### config.mk
export PLATFORM = sky130hd
export DESIGN_NAME = mrr_region_file
export DESIGN_NICKNAME = d
export VERILOG_FILES = /design/src/hdl/mrr_pkg.sv /design/src/hdl/mrr_decode.sv /design/src/hdl/mrr_slot.sv /design/src/hdl/mrr_region_file.sv
export SDC_FILE = /design/constraint.sdc
export NUM_CORES = 2
export LEC_CHECK = 0
export BUFFER_PORTS_ARGS = -buffer_cell sky130_fd_sc_hd__buf_2
export CAP_MARGIN = 30
export CORE_AREA = 2 2 327 491
export CTS_CLUSTER_DIAMETER = 200
export DETAILED_ROUTE_END_ITERATION = 12
export DIE_AREA = 0 0 329 493
export PLACE_DENSITY_LB_ADDON = 0.25
export RECOVER_POWER = 25
export SETUP_SLACK_MARGIN = 0.2
export SYNTH_ARGS = -nofsm -noshare
export SYNTH_HDL_FRONTEND = slang
export SYNTH_SLANG_ARGS = --single-unit
### constraint.sdc
create_clock -name mclk -period 3.9 [get_ports mclk]
set_input_delay 0.975 -clock mclk [delete_from_list [all_inputs] [get_ports mclk]]
set_output_delay 0.975 -clock mclk [all_outputs]
set_load 0.1 [all_outputs]
### src/hdl/mrr_pkg.sv
// Shared constants, field layouts and carrier types for the region register file.
package mrr_pkg;

  // Coprocessor encodings that this block claims.
  localparam logic [3:0] MRR_COPROC         = 4'hf;
  localparam logic [3:0] MRR_CRN_REGION     = 4'h6;
  localparam logic [2:0] MRR_OPC1_INDIRECT  = 3'h0;
  localparam logic [3:0] MRR_CRM_INDIRECT   = 4'h3;
  localparam logic [2:0] MRR_OPC2_IND_LIMIT = 3'h1;
  localparam logic [1:0] MRR_OPC1_DIR_HIGH  = 2'h0;
  localparam logic       MRR_CRM_DIR_TOP    = 1'h1;
  localparam logic [1:0] MRR_OPC2_DIR_BASE  = 2'h0;
  localparam logic [1:0] MRR_OPC2_DIR_LIMIT = 2'h1;

  // Field positions within the base and limit words.
  localparam int MRR_ADDR_LSB  = 6;
  localparam int MRR_SH_LSB    = 3;
  localparam int MRR_AP_LSB    = 1;
  localparam int MRR_ATTR_LSB  = 1;
  localparam int MRR_ATTR_HIGH = 3;
  localparam int MRR_XN_BIT    = 0;
  localparam int MRR_EN_BIT    = 0;

  // Writable bits, bound padding and reset values.
  localparam logic [31:0] MRR_BASE_MASK   = 32'hffffffdf;
  localparam logic [31:0] MRR_LIMIT_MASK  = 32'hffffffcf;
  localparam logic [5:0]  MRR_LOW_PAD     = 6'h00;
  localparam logic [5:0]  MRR_HIGH_PAD    = 6'h3f;
  localparam logic [31:0] MRR_WORD_RESET  = 32'h00000000;
  localparam int          MRR_DIRECT_MAX  = 32;

  // Privilege level codes presented by the core.
  localparam logic [1:0] MRR_LVL_USER   = 2'h0;
  localparam logic [1:0] MRR_LVL_KERNEL = 2'h1;
  localparam logic [1:0] MRR_LVL_HYP    = 2'h2;

  typedef enum logic [1:0] {
    MRR_SH_NONE, MRR_SH_RESERVED, MRR_SH_OUTER, MRR_SH_INNER
  } mrr_share_t;

  typedef struct packed {
    logic        valid;
    logic        write;
    logic [1:0]  level;
    logic [3:0]  coproc;
    logic [2:0]  opc1;
    logic [3:0]  crn;
    logic [3:0]  crm;
    logic [2:0]  opc2;
    logic [31:0] wdata;
  } mrr_req_t;

  typedef struct packed {
    logic general_trap_control;
    logic vm_write_trap;
    logic vm_read_trap;
    logic system_trap_bit_ten;
    logic system_trap_bit_six;
  } mrr_trap_ctl_t;

  typedef struct packed {
    logic        valid;
    logic        trap_hyp;
    logic        undef;
    logic [31:0] rdata;
  } mrr_resp_t;

  typedef struct packed {
    logic [31:0] lower;
    logic [31:0] upper;
    mrr_share_t  share;
    logic        kernel_write;
    logic        user_read;
    logic        user_write;
    logic        exec_never;
    logic        attr_high;
    logic [1:0]  attr_slot;
    logic        enable;
  } mrr_view_t;

endpackage

### src/hdl/mrr_decode.sv
// Decoder from a coprocessor encoding to the region register it names.
`timescale 1ns/1ps
module mrr_decode
  import mrr_pkg::*;
(
  // Request
  input  wire mrr_req_t   req,
  // Decoded target
  output logic            hit_direct,
  output logic            hit_indirect,
  output logic            is_limit,
  output logic [4:0]      region_idx
);

  logic common;

  always_comb begin
    common       = (req.coproc == MRR_COPROC) && (req.crn == MRR_CRN_REGION);
    hit_indirect = common && (req.opc1 == MRR_OPC1_INDIRECT) &&
                   (req.crm == MRR_CRM_INDIRECT) && (req.opc2 == MRR_OPC2_IND_LIMIT);
    hit_direct   = common && (req.opc1[2:1] == MRR_OPC1_DIR_HIGH) &&
                   (req.crm[3] == MRR_CRM_DIR_TOP) &&
                   ((req.opc2[1:0] == MRR_OPC2_DIR_BASE) ||
                    (req.opc2[1:0] == MRR_OPC2_DIR_LIMIT));
    is_limit     = hit_indirect || (req.opc2[1:0] == MRR_OPC2_DIR_LIMIT);
    region_idx   = {req.opc1[0], req.crm[2:0], req.opc2[2]};
  end

endmodule

### src/hdl/mrr_slot.sv
// Storage for one region: its base word and its limit word.
`timescale 1ns/1ps
module mrr_slot
  import mrr_pkg::*;
(
  // Clock and reset
  input  wire logic        mclk,
  input  wire logic        resetn,
  // Write strobes
  input  wire logic        wr_base,
  input  wire logic        wr_limit,
  input  wire logic [31:0] wdata,
  // Stored words
  output logic [31:0]      base_word,
  output logic [31:0]      limit_word
);

  typedef struct packed {
    logic [31:0] base;
    logic [31:0] limit;
  } mrr_slot_state_t;

  mrr_slot_state_t st_ff;
  mrr_slot_state_t nxt_st;

  always_comb begin
    nxt_st = st_ff;
    if (wr_base) begin
      nxt_st.base = wdata & MRR_BASE_MASK;
    end
    if (wr_limit) begin
      nxt_st.limit = wdata & MRR_LIMIT_MASK;
    end
  end

  // Only the enable bit has a fixed reset; zero is one legal choice for the other fields.
  always_ff @(posedge mclk or negedge resetn) begin
    if (!resetn) begin
      st_ff.base  <= MRR_WORD_RESET;
      st_ff.limit <= MRR_WORD_RESET;
    end else begin
      st_ff <= nxt_st;
    end
  end

  assign base_word  = st_ff.base;
  assign limit_word = st_ff.limit;

endmodule

### src/hdl/mrr_region_file.sv
// Kernel-level protection region register file with coprocessor access and trap checks.
//
// Operation
// - Base bits 31:6 with six zero bits give the inclusive lower bound.
// - Limit bits 31:6 with low bits all ones give the inclusive upper bound.
// - Shareability bits 4:3 decode none, reserved, outer and inner.
// - Permission bits 2:1 decode kernel/user read-write and read-only combinations.
// - Attribute index 0-3 selects low indirection slots, 4-7 the high ones.
// - Limit bit 0 enables the region and resets to zero.
// - All other region fields reset to an unspecified value.
// - The indirect limit register reaches the region the selector names.
// - Separate direct base and limit registers cover the first 32 regions.
// - Direct base encoding is cp15, CRn 6, opc1/CRm/opc2 built from n.
// - Direct limit encoding matches base except opc2 low bits are 01.
// - Indirect limit sits at cp15, opc1 0, CRn 6, CRm 3, opc2 1.
// - Direct encodings at or beyond the implemented region count are unallocated.
// - With the write trap set, kernel writes trap to hypervisor.
// - With the read trap set, kernel reads trap to hypervisor.
// - System trap bit ten traps kernel access to direct registers.
// - System trap bit six traps kernel access to the indirect limit.
`timescale 1ns/1ps
module mrr_region_file
  import mrr_pkg::*;
#(
  parameter int NUM_REGIONS = 16
) (
  // Clock and reset
  input  wire logic          mclk,
  input  wire logic          resetn,
  // Coprocessor transfer from the core
  input  wire mrr_req_t      cp_req,
  // Hypervisor trap controls and current region selector
  input  wire mrr_trap_ctl_t trap_ctl,
  input  wire logic [7:0]    region_selector_reg,
  // Answer to the core
  output mrr_resp_t          cp_resp,
  // Region view for the matching logic
  input  wire logic [4:0]    view_idx,
  output mrr_view_t          region_view,
  output logic [31:0]        region_enable
);

  localparam int IDX_W = 5;

  // The direct encodings only carry a five-bit region number.
  if (NUM_REGIONS < 1 || NUM_REGIONS > MRR_DIRECT_MAX) begin : g_bad_count
    $error("NUM_REGIONS must lie between 1 and 32.");
  end

  typedef struct packed {
    mrr_resp_t resp;
    mrr_view_t view;
    logic [31:0] enables;
  } mrr_state_t;

  mrr_state_t st_ff;
  mrr_state_t nxt_st;

  // Decoded request.
  logic             dec_direct;
  logic             dec_indirect;
  logic             dec_limit;
  logic [IDX_W-1:0] dec_idx;

  // Region storage.
  logic [31:0] base_words  [NUM_REGIONS];
  logic [31:0] limit_words [NUM_REGIONS];
  logic [NUM_REGIONS-1:0] wr_base_vec;
  logic [NUM_REGIONS-1:0] wr_limit_vec;

  // Access evaluation.
  logic             target_idx_ok;
  logic [IDX_W-1:0] target_idx;
  logic             claimed;
  logic             unallocated;
  logic             denied;
  logic             trapped;
  logic             commit_write;
  logic [31:0]      read_word;

  // View evaluation.
  logic [31:0] view_base;
  logic [31:0] view_limit;
  logic        view_ok;

  mrr_decode u_decode (
    .req          (cp_req),
    .hit_direct   (dec_direct),
    .hit_indirect (dec_indirect),
    .is_limit     (dec_limit),
    .region_idx   (dec_idx)
  );

  // One slot per implemented region; direct encodings above the count have no storage.
  for (genvar g = 0; g < NUM_REGIONS; g++) begin : g_slot
    mrr_slot u_slot (
      .mclk       (mclk),
      .resetn     (resetn),
      .wr_base    (wr_base_vec[g]),
      .wr_limit   (wr_limit_vec[g]),
      .wdata      (cp_req.wdata),
      .base_word  (base_words[g]),
      .limit_word (limit_words[g])
    );
  end

  // Target region and the access decision.
  always_comb begin
    claimed = cp_req.valid && (dec_direct || dec_indirect);
    if (dec_indirect) begin
      // A selector at or above the count is unpredictable; it is answered as undefined.
      target_idx_ok = (region_selector_reg < 8'(NUM_REGIONS));
      target_idx    = region_selector_reg[IDX_W-1:0];
    end else begin
      target_idx_ok = (32'(dec_idx) < 32'(NUM_REGIONS));
      target_idx    = dec_idx;
    end
    unallocated = !target_idx_ok;
    denied = (cp_req.level == MRR_LVL_USER) ||
             ((cp_req.level == MRR_LVL_KERNEL) && trap_ctl.general_trap_control) ||
             (cp_req.level > MRR_LVL_HYP);
    trapped = 1'b0;
    if (cp_req.level == MRR_LVL_KERNEL) begin
      if (dec_direct && trap_ctl.system_trap_bit_ten) begin
        trapped = 1'b1;
      end
      if (dec_indirect && trap_ctl.system_trap_bit_six) begin
        trapped = 1'b1;
      end
      if (cp_req.write && trap_ctl.vm_write_trap) begin
        trapped = 1'b1;
      end
      if (!cp_req.write && trap_ctl.vm_read_trap) begin
        trapped = 1'b1;
      end
    end
    commit_write = claimed && cp_req.write && !unallocated && !denied && !trapped;
  end

  // Write strobes into the slots and the word read back.
  always_comb begin
    wr_base_vec  = '0;
    wr_limit_vec = '0;
    read_word    = 32'h00000000;
    for (int i = 0; i < NUM_REGIONS; i++) begin
      if (commit_write && (target_idx == IDX_W'(i))) begin
        wr_base_vec[i]  = !dec_limit;
        wr_limit_vec[i] = dec_limit;
      end
      if (target_idx_ok && (target_idx == IDX_W'(i))) begin
        read_word = dec_limit ? limit_words[i] : base_words[i];
      end
    end
  end

  // Region chosen for the matching logic.
  always_comb begin
    view_ok    = (32'(view_idx) < 32'(NUM_REGIONS));
    view_base  = 32'h00000000;
    view_limit = 32'h00000000;
    for (int i = 0; i < NUM_REGIONS; i++) begin
      if (view_idx == IDX_W'(i)) begin
        view_base  = base_words[i];
        view_limit = limit_words[i];
      end
    end
  end

  // Next state: answer, decoded view and the enable vector.
  always_comb begin
    nxt_st = st_ff;

    // Answer the core one cycle after a claimed request; encodings of
    // other registers are left for the blocks that own them.
    nxt_st.resp.valid    = claimed;
    nxt_st.resp.undef    = 1'b0;
    nxt_st.resp.trap_hyp = 1'b0;
    nxt_st.resp.rdata    = 32'h00000000;
    if (claimed) begin
      if (unallocated || denied) begin
        nxt_st.resp.undef = 1'b1;
      end else if (trapped) begin
        nxt_st.resp.trap_hyp = 1'b1;
      end else if (!cp_req.write) begin
        nxt_st.resp.rdata = read_word;
      end
    end

    // Bounds.
    nxt_st.view.lower = {view_base[31:MRR_ADDR_LSB], MRR_LOW_PAD};
    nxt_st.view.upper = {view_limit[31:MRR_ADDR_LSB], MRR_HIGH_PAD};

    // Shareability; the reserved code is passed on for the matcher to treat.
    nxt_st.view.share = mrr_share_t'(view_base[MRR_SH_LSB +: 2]);

    // Permission: the high bit makes the region read-only, the low bit opens it to user level.
    nxt_st.view.kernel_write = !view_base[MRR_AP_LSB + 1];
    nxt_st.view.user_read    = view_base[MRR_AP_LSB];
    nxt_st.view.user_write   = view_base[MRR_AP_LSB] && !view_base[MRR_AP_LSB + 1];

    nxt_st.view.exec_never = view_base[MRR_XN_BIT];

    // Attribute slot and which indirection register holds it.
    nxt_st.view.attr_high = view_limit[MRR_ATTR_HIGH];
    nxt_st.view.attr_slot = view_limit[MRR_ATTR_LSB +: 2];

    // A view index at or beyond the count shows a disabled region.
    nxt_st.view.enable = view_ok && view_limit[MRR_EN_BIT];

    nxt_st.enables = '0;
    for (int i = 0; i < NUM_REGIONS; i++) begin
      nxt_st.enables[i] = limit_words[i][MRR_EN_BIT];
    end
  end

  always_ff @(posedge mclk or negedge resetn) begin
    if (!resetn) begin
      st_ff <= '0;
    end else begin
      st_ff <= nxt_st;
    end
  end

  assign cp_resp       = st_ff.resp;
  assign region_view   = st_ff.view;
  assign region_enable = st_ff.enables;

endmodule

== After elaboration in Yosys (flattened, before gate mapping) ==
Cells that the tools add are included.

* Flip-flop bits (word level): 1095
* Input bits: 74
* Output and inout bits: 141
* Word-level logic and storage cells: 266

* $lt $le $gt $ge: 4
* Equality and inequality tests: 36
* Multiplexer cells: 110
* Reductions and logical operators: 69

{| class="wikitable"
|+ Operator list
! cell !! count
|-
| $mux 32 || 67
|-
| $eq 5x4->1 const B || 16
|-
| $logic_and 1x1->1 || 51
|-
| $mux 1 || 41
|-
| $eq 5x3->1 const B || 8
|-
| $mux 34 || 1
|-
| $eq 5x2->1 const B || 4
|-
| $eq 5x1->1 const B || 2
|-
| $logic_not 5->1 || 2
|-
| $lt 5x5->1 const B || 2
|-
| $lt 8x5->1 const B || 1
|-
| $logic_not 1->1 || 6
|-
| $logic_not 2->1 || 3
|-
| $logic_or 1x1->1 || 6
|-
| $mux 5 || 1
|-
| $eq 2x1->1 const B || 2
|-
| $eq 4x2->1 const B || 1
|-
| $eq 4x3->1 const B || 1
|-
| $eq 4x4->1 const B || 1
|-
| $eq 3x1->1 const B || 1
|-
| $logic_not 3->1 || 1
|-
| $gt 2x2->1 const B || 1
|}

== Depth between registers and ports, before layout ==
* Depth after elaboration: 28
* Mapped depth: 14
* Gate-level depth less buffers: 10

== By module ==
From an unflattened synthesis, not the netlist that was laid out.

* Cells, all modules: 5079
* Area total of the unflattened synthesis: 59097.9 um^2

{| class="wikitable"
|+ Modules (own cells, without submodules)
! module !! times used !! cells each !! area each (um^2) !! sequential area each (um^2)
|-
| mrr_slot || 16 || 132 || 2303.5 || 1526.5
|-
| mrr_region_file || 1 || 2953 || 22132.5 || 2852.7
|-
| mrr_decode || 1 || 14 || 110.1 || 0.0
|}

== Worst setup path before layout ==
OpenSTA, ideal clock, no wires.

* Kind: input to register
* From: input port cp_req[36] (netlist bit)
* To: register g_slot[1].u_slot.st_ff, in the netlist g_slot[1].u_slot.base_word[10]
* Library setup time: 125 ps
* Data arrival time: 3469 ps
* Data required time: 3775 ps
* Setup slack: 307 ps
* Stages on the path: 13
* Buffers on the path: 3
* Cell sequence: buf_4 > and3b_1 > and4_1 > a31o_2 > nor2_1 > nand4_1 > nor3b_1 > nand2_1 > nor2_1 > and2_1 > clkbuf_1 > buf_4 > mux2_2

* Cells in the longest elaborated chain, start to end: 12
* Elaborated cells on any way between the ends: 23
* Classes of those cells: order compare: 1; eq/ne: 2; mux: 7; reduce/logical: 13

{| class="wikitable"
|+ RTL lines
! item !! RTL line !! RTL
|-
| start: declaration || mrr_region_file.sv:31 || <nowiki>input wire mrr_req_t cp_req,</nowiki>
|-
| $eq 4x2->1 || mrr_decode.sv:20 || <nowiki>(req.crm == MRR_CRM_INDIRECT) && (req.opc2 == MRR_OPC2_IND_LIMIT);</nowiki>
|-
| $logic_and 1x1->1 || mrr_decode.sv:19 || <nowiki>hit_indirect = common && (req.opc1 == MRR_OPC1_INDIRECT) &&</nowiki>
|-
| $logic_and 1x1->1 || mrr_decode.sv:20 ||
|-
| $logic_and 1x1->1 || mrr_region_file.sv:127 || <nowiki>if (dec_indirect && trap_ctl.system_trap_bit_six) begin</nowiki>
|-
| $mux 1 || mrr_region_file.sv:127 ||
|-
| $mux 1 || mrr_region_file.sv:130 || <nowiki>if (cp_req.write && trap_ctl.vm_write_trap) begin</nowiki>
|-
| $mux 1 || mrr_region_file.sv:133 || <nowiki>if (!cp_req.write && trap_ctl.vm_read_trap) begin</nowiki>
|-
| $mux 1 || mrr_region_file.sv:123 || <nowiki>if (cp_req.level == MRR_LVL_KERNEL) begin</nowiki>
|-
| $logic_not 1->1 || mrr_region_file.sv:137 || <nowiki>commit_write = claimed && cp_req.write && !unallocated && !denied && !trapped;</nowiki>
|-
| $logic_and 1x1->1 || mrr_region_file.sv:137 ||
|-
| $logic_and 1x1->1 || mrr_region_file.sv:146 || <nowiki>if (commit_write && (target_idx == IDX_W'(i))) begin</nowiki>
|-
| $mux 1 (*) || mrr_region_file.sv:146 ||
|-
| end signal: assignment || mrr_slot.sv:42 || <nowiki>st_ff <= nxt_st;</nowiki>
|-
| end: declaration || mrr_slot.sv:23 || <nowiki>mrr_slot_state_t st_ff;</nowiki>
|}

Mark *: on every way between the ends. The rest lies on a longest branch, timed or not.
A chain may end at the register's enable or synchronous reset.

==> reports/results.tsv <==
stage	metric	value	unit
clock_network	cts_sinks	1089	
layout	multi_input_area	25980	um2
pwr	power_frac_comb	8.0	%
worst_setup_path	endpoint_kind	flip-flop	
synth	syn_avg_cell_area	10.75	um2
layout	nets	5471	
layout	fin_cells	7576	
pwr	switching_share	25.86	%
worst_setup_path	path_buf_inv	5	
sta	whs	0.4323	ns
worst_setup_path	crit_top_cell	buf_4	
clock_network	cts_setup_buffers	0	
sta	finalSetupViolCount	0	
layout	final-seq-area	27250	um2
worst_setup_path	path_delay_family	compound AO/OA/AOI/OAI gates	
grt	overflow	0	
run_status	violations	capacitance limit, slew limit	
sta	hold_viol	0	
clock_network	clkTransAtPathRegs	0.07	ns
placement	gp_congestion	0.9087	
worst_setup_path	slowest_delay	0.42	ns
synth	synth_most_common_cell	dfrtp_1	
pwr	pwr-share-clk	45.9	%
synth	ys_async_sr_fraction	100.0	%
clock_network	holdBufCountCts	0	
grt	grt_use_total	25.34	%
synth	yosys_warnings	0	
drt	avgRoutedWirePerCell	27.66	um
grt	grt_max_degree	118	
synth	ys.flop_type	dfrtp_1	
layout	nFillCells	15180	
pwr	p_leak	30.50	nW
sta	rsz0062_at_grt	true	
drt	drt_iter0_drc	4983	
pwr	powerDensity	375.6	nW/um2
synth	ys_ff_latch	1089	
clock_network	root_buffer	clkbuf_16	
clock_network	htree_levels	3	
drt	drc	0	
synth	ys_types	71	
pwr	p_switching	6.356	mW
drt	drt-total-wl	209600	um
clock_network	numCtsBuffers	104	
floorplan	die_y	493	um
placement	place_ws	-0.4699	ns
worst_setup_path	cpMaxStageDelayCell	o41ai_4	
floorplan	rows	179	
worst_setup_path	critical_path_arrival	4.32	ns
synth	netlist.area_leader.share	49.49	%
synth	synth_seq_area_share	49.49	%
synth	synth_cells	5121	
floorplan	initial_core_util	34.87	%
synth	synth_area	55060	um2
placement	place_hpwl	141300	um
sta	worstMarginPinSlew	3.192	ns
synth	synthTopCellsByCount	1089 x dfrtp_1, 976 x mux2_2, 772 x nand2_1	
pwr	finalPower	24.58	mW
min_path	hold_path_class	reg2reg	
layout	design_area	65450	um2
run_status	outcome	finished with violations	
placement	place_area	61770	um2
floorplan	dieArea	162200	um2
layout	layout-drive-gt1-share	34.20	%
clock_network	clkLatencyLatePin	0.74	ns
synth	yosysTopAreaCell	dfrtp_1	
pwr	p_int	18.22	mW
flow_run	drv_cap	1	
drt	vias_per_cell	5.957	
sta	slew_violations	39	
floorplan	io_pins	215	
grt	grt_pass1_wl	307700	um
sta	clock.fmax	271.3	MHz
clock_network	cts_max_path_buffers	3	
sta	worst_slack	0.2138	ns
floorplan	die_x	329	um
grt	antenna_found_initial	23	
sta	slew_headroom	-112.8	%
synth	synthTopCellsByArea	dfrtp_1 49%, mux2_2 20%, nand2_1 5.3%	
sta	layout_min_cycle_time	3.686	ns
clock_network	cts_tree	built	
drt	first_pass_iters	9	
synth	synth-edff-count	0	
sta	finalCritPeriodShare	94.52	%
layout	utilization	41.45	%
placement	dp.cells	7372	
grt	grt_pass1_vias	44150	
placement	numPortBuffers	190	
sta	skew	0.02949	ns
drt	ant_nets	0	
worst_setup_path	worst_setup_path_start_kind	input pin	
floorplan	core-area	157900	um2
worst_setup_path	path_cells	buf_2, and4bb_2, nand4_2, buf_4, o41ai_4, nor2_1, buf_4, and2_1, buf_12, a31oi_1, o21ai_0, nor2_1, buf_4, o211ai_1, a31oi_1	
drt	via_count	45130	
worst_setup_path	critPathRequiredTime	4.53	ns
layout	syn2layout_area_growth	18.86	%
sta	fin_tns_setup	0	ns
pwr	vdd_ir_drop_max	0.0004555	V
worst_setup_path	crit_type	in2reg	
pwr	seq_power_share	46.1	%
worst_setup_path	crit_path_max_fanout	17	
## flip-flops by register name, indices dropped and copies added, names as in the netlist
signal,cells
cp_resp,34
g_slot.u_slot.base_word,496
g_slot.u_slot.limit_word,480
region_enable,16
region_view,63
## layer usage
| layer | global-route usage, % | share of wire, % | vias to the layer above |
|---|---|---|---|
| met3 | 3.593 | 6.9 | 504 |
| met2 | 41.55 | 48 | 2028 |
| met5 | 0 | 0.054 | - |
| met4 | 10.72 | 4.4 | 22 |
| met1 | 33.37 | 41 | 23220 |
| li1 | - | - | 19360 |
## power by group through the flow
stage	registers [mW]	clock network [mW]	logic (mW)
floorplan	11.9	0	0.702
global placement	11.6	0	1.95
detailed placement	11.6	0	1.96
CTS	11.3	11.5	1.96
global route	11.3	11.9	2.07
finish	11.3	11.3	1.97
## worst paths after layout
path | start | endpoint | slack (ns) | cells after the start
max in group asynchronous | resetn | g_slot[14].u_slot.base_word[26] | 0.45 | 3
min | g_slot[15].u_slot.limit_word[0] | region_enable[15] | 0.43 | 0
min reg2reg | g_slot[15].u_slot.limit_word[0] | region_enable[15] | 0.43 | 0
min in group asynchronous | resetn | region_enable[8] | 1.45 | 1
max | cp_req[42] | cp_resp[17] | 0.21 | 15
max reg2reg | g_slot[1].u_slot.limit_word[0] | cp_resp[0] | 1.30 | 9
## cells in the final DEF (no fill, tap or decap), drive strengths merged, types with 20 or more instances in the layout
cell type,synthesis,final
dfrtp,1089,1089
mux2,976,976
nand2,772,772
buf,192,634
o21ai,223,223
a21oi,222,222
mux2i,181,181
clkbuf,314,160
a22oi,156,156
nor2,145,145
nand3,131,131
a31oi,122,122
o22ai,91,91
nor3,89,89
a222oi,77,77
a221oi,40,40
a221o,31,31
a32oi,30,30
nand4,27,27
clkinv,0,27
conb,2,24
a211oi,23,23
and3,20,20
or3,20,20
## area by class of cell
class,count,share of cell area [%]
well taps,2081,3.979
diodes,9,0.03441
clock inverters,54,1.176
flip-flops and latches,1089,41.64
multi-input cells,3543,39.70
inverters,5,0.02868
repair buffers,654,8.922
clock buffers,141,4.516
## cells by family after synthesis
kind of cell	after synthesis	share of synthesized area [%]
AO/OA/AOI/OAI	1111	13.50
buffers and inverters	511	4.017
flip-flops	1089	49.49
multiplexers	1159	23.33
other	2	0.01364
AND/OR/NAND/NOR	1249	9.646
## repair_timing
item | 4_1_cts | 5_1_grt
gates resized for setup | 0 | 4
setup endpoints to repair | 0 | 9
hold endpoints to repair | 0 | 0
No activity file was read; power rests on OpenSTA's default activity.
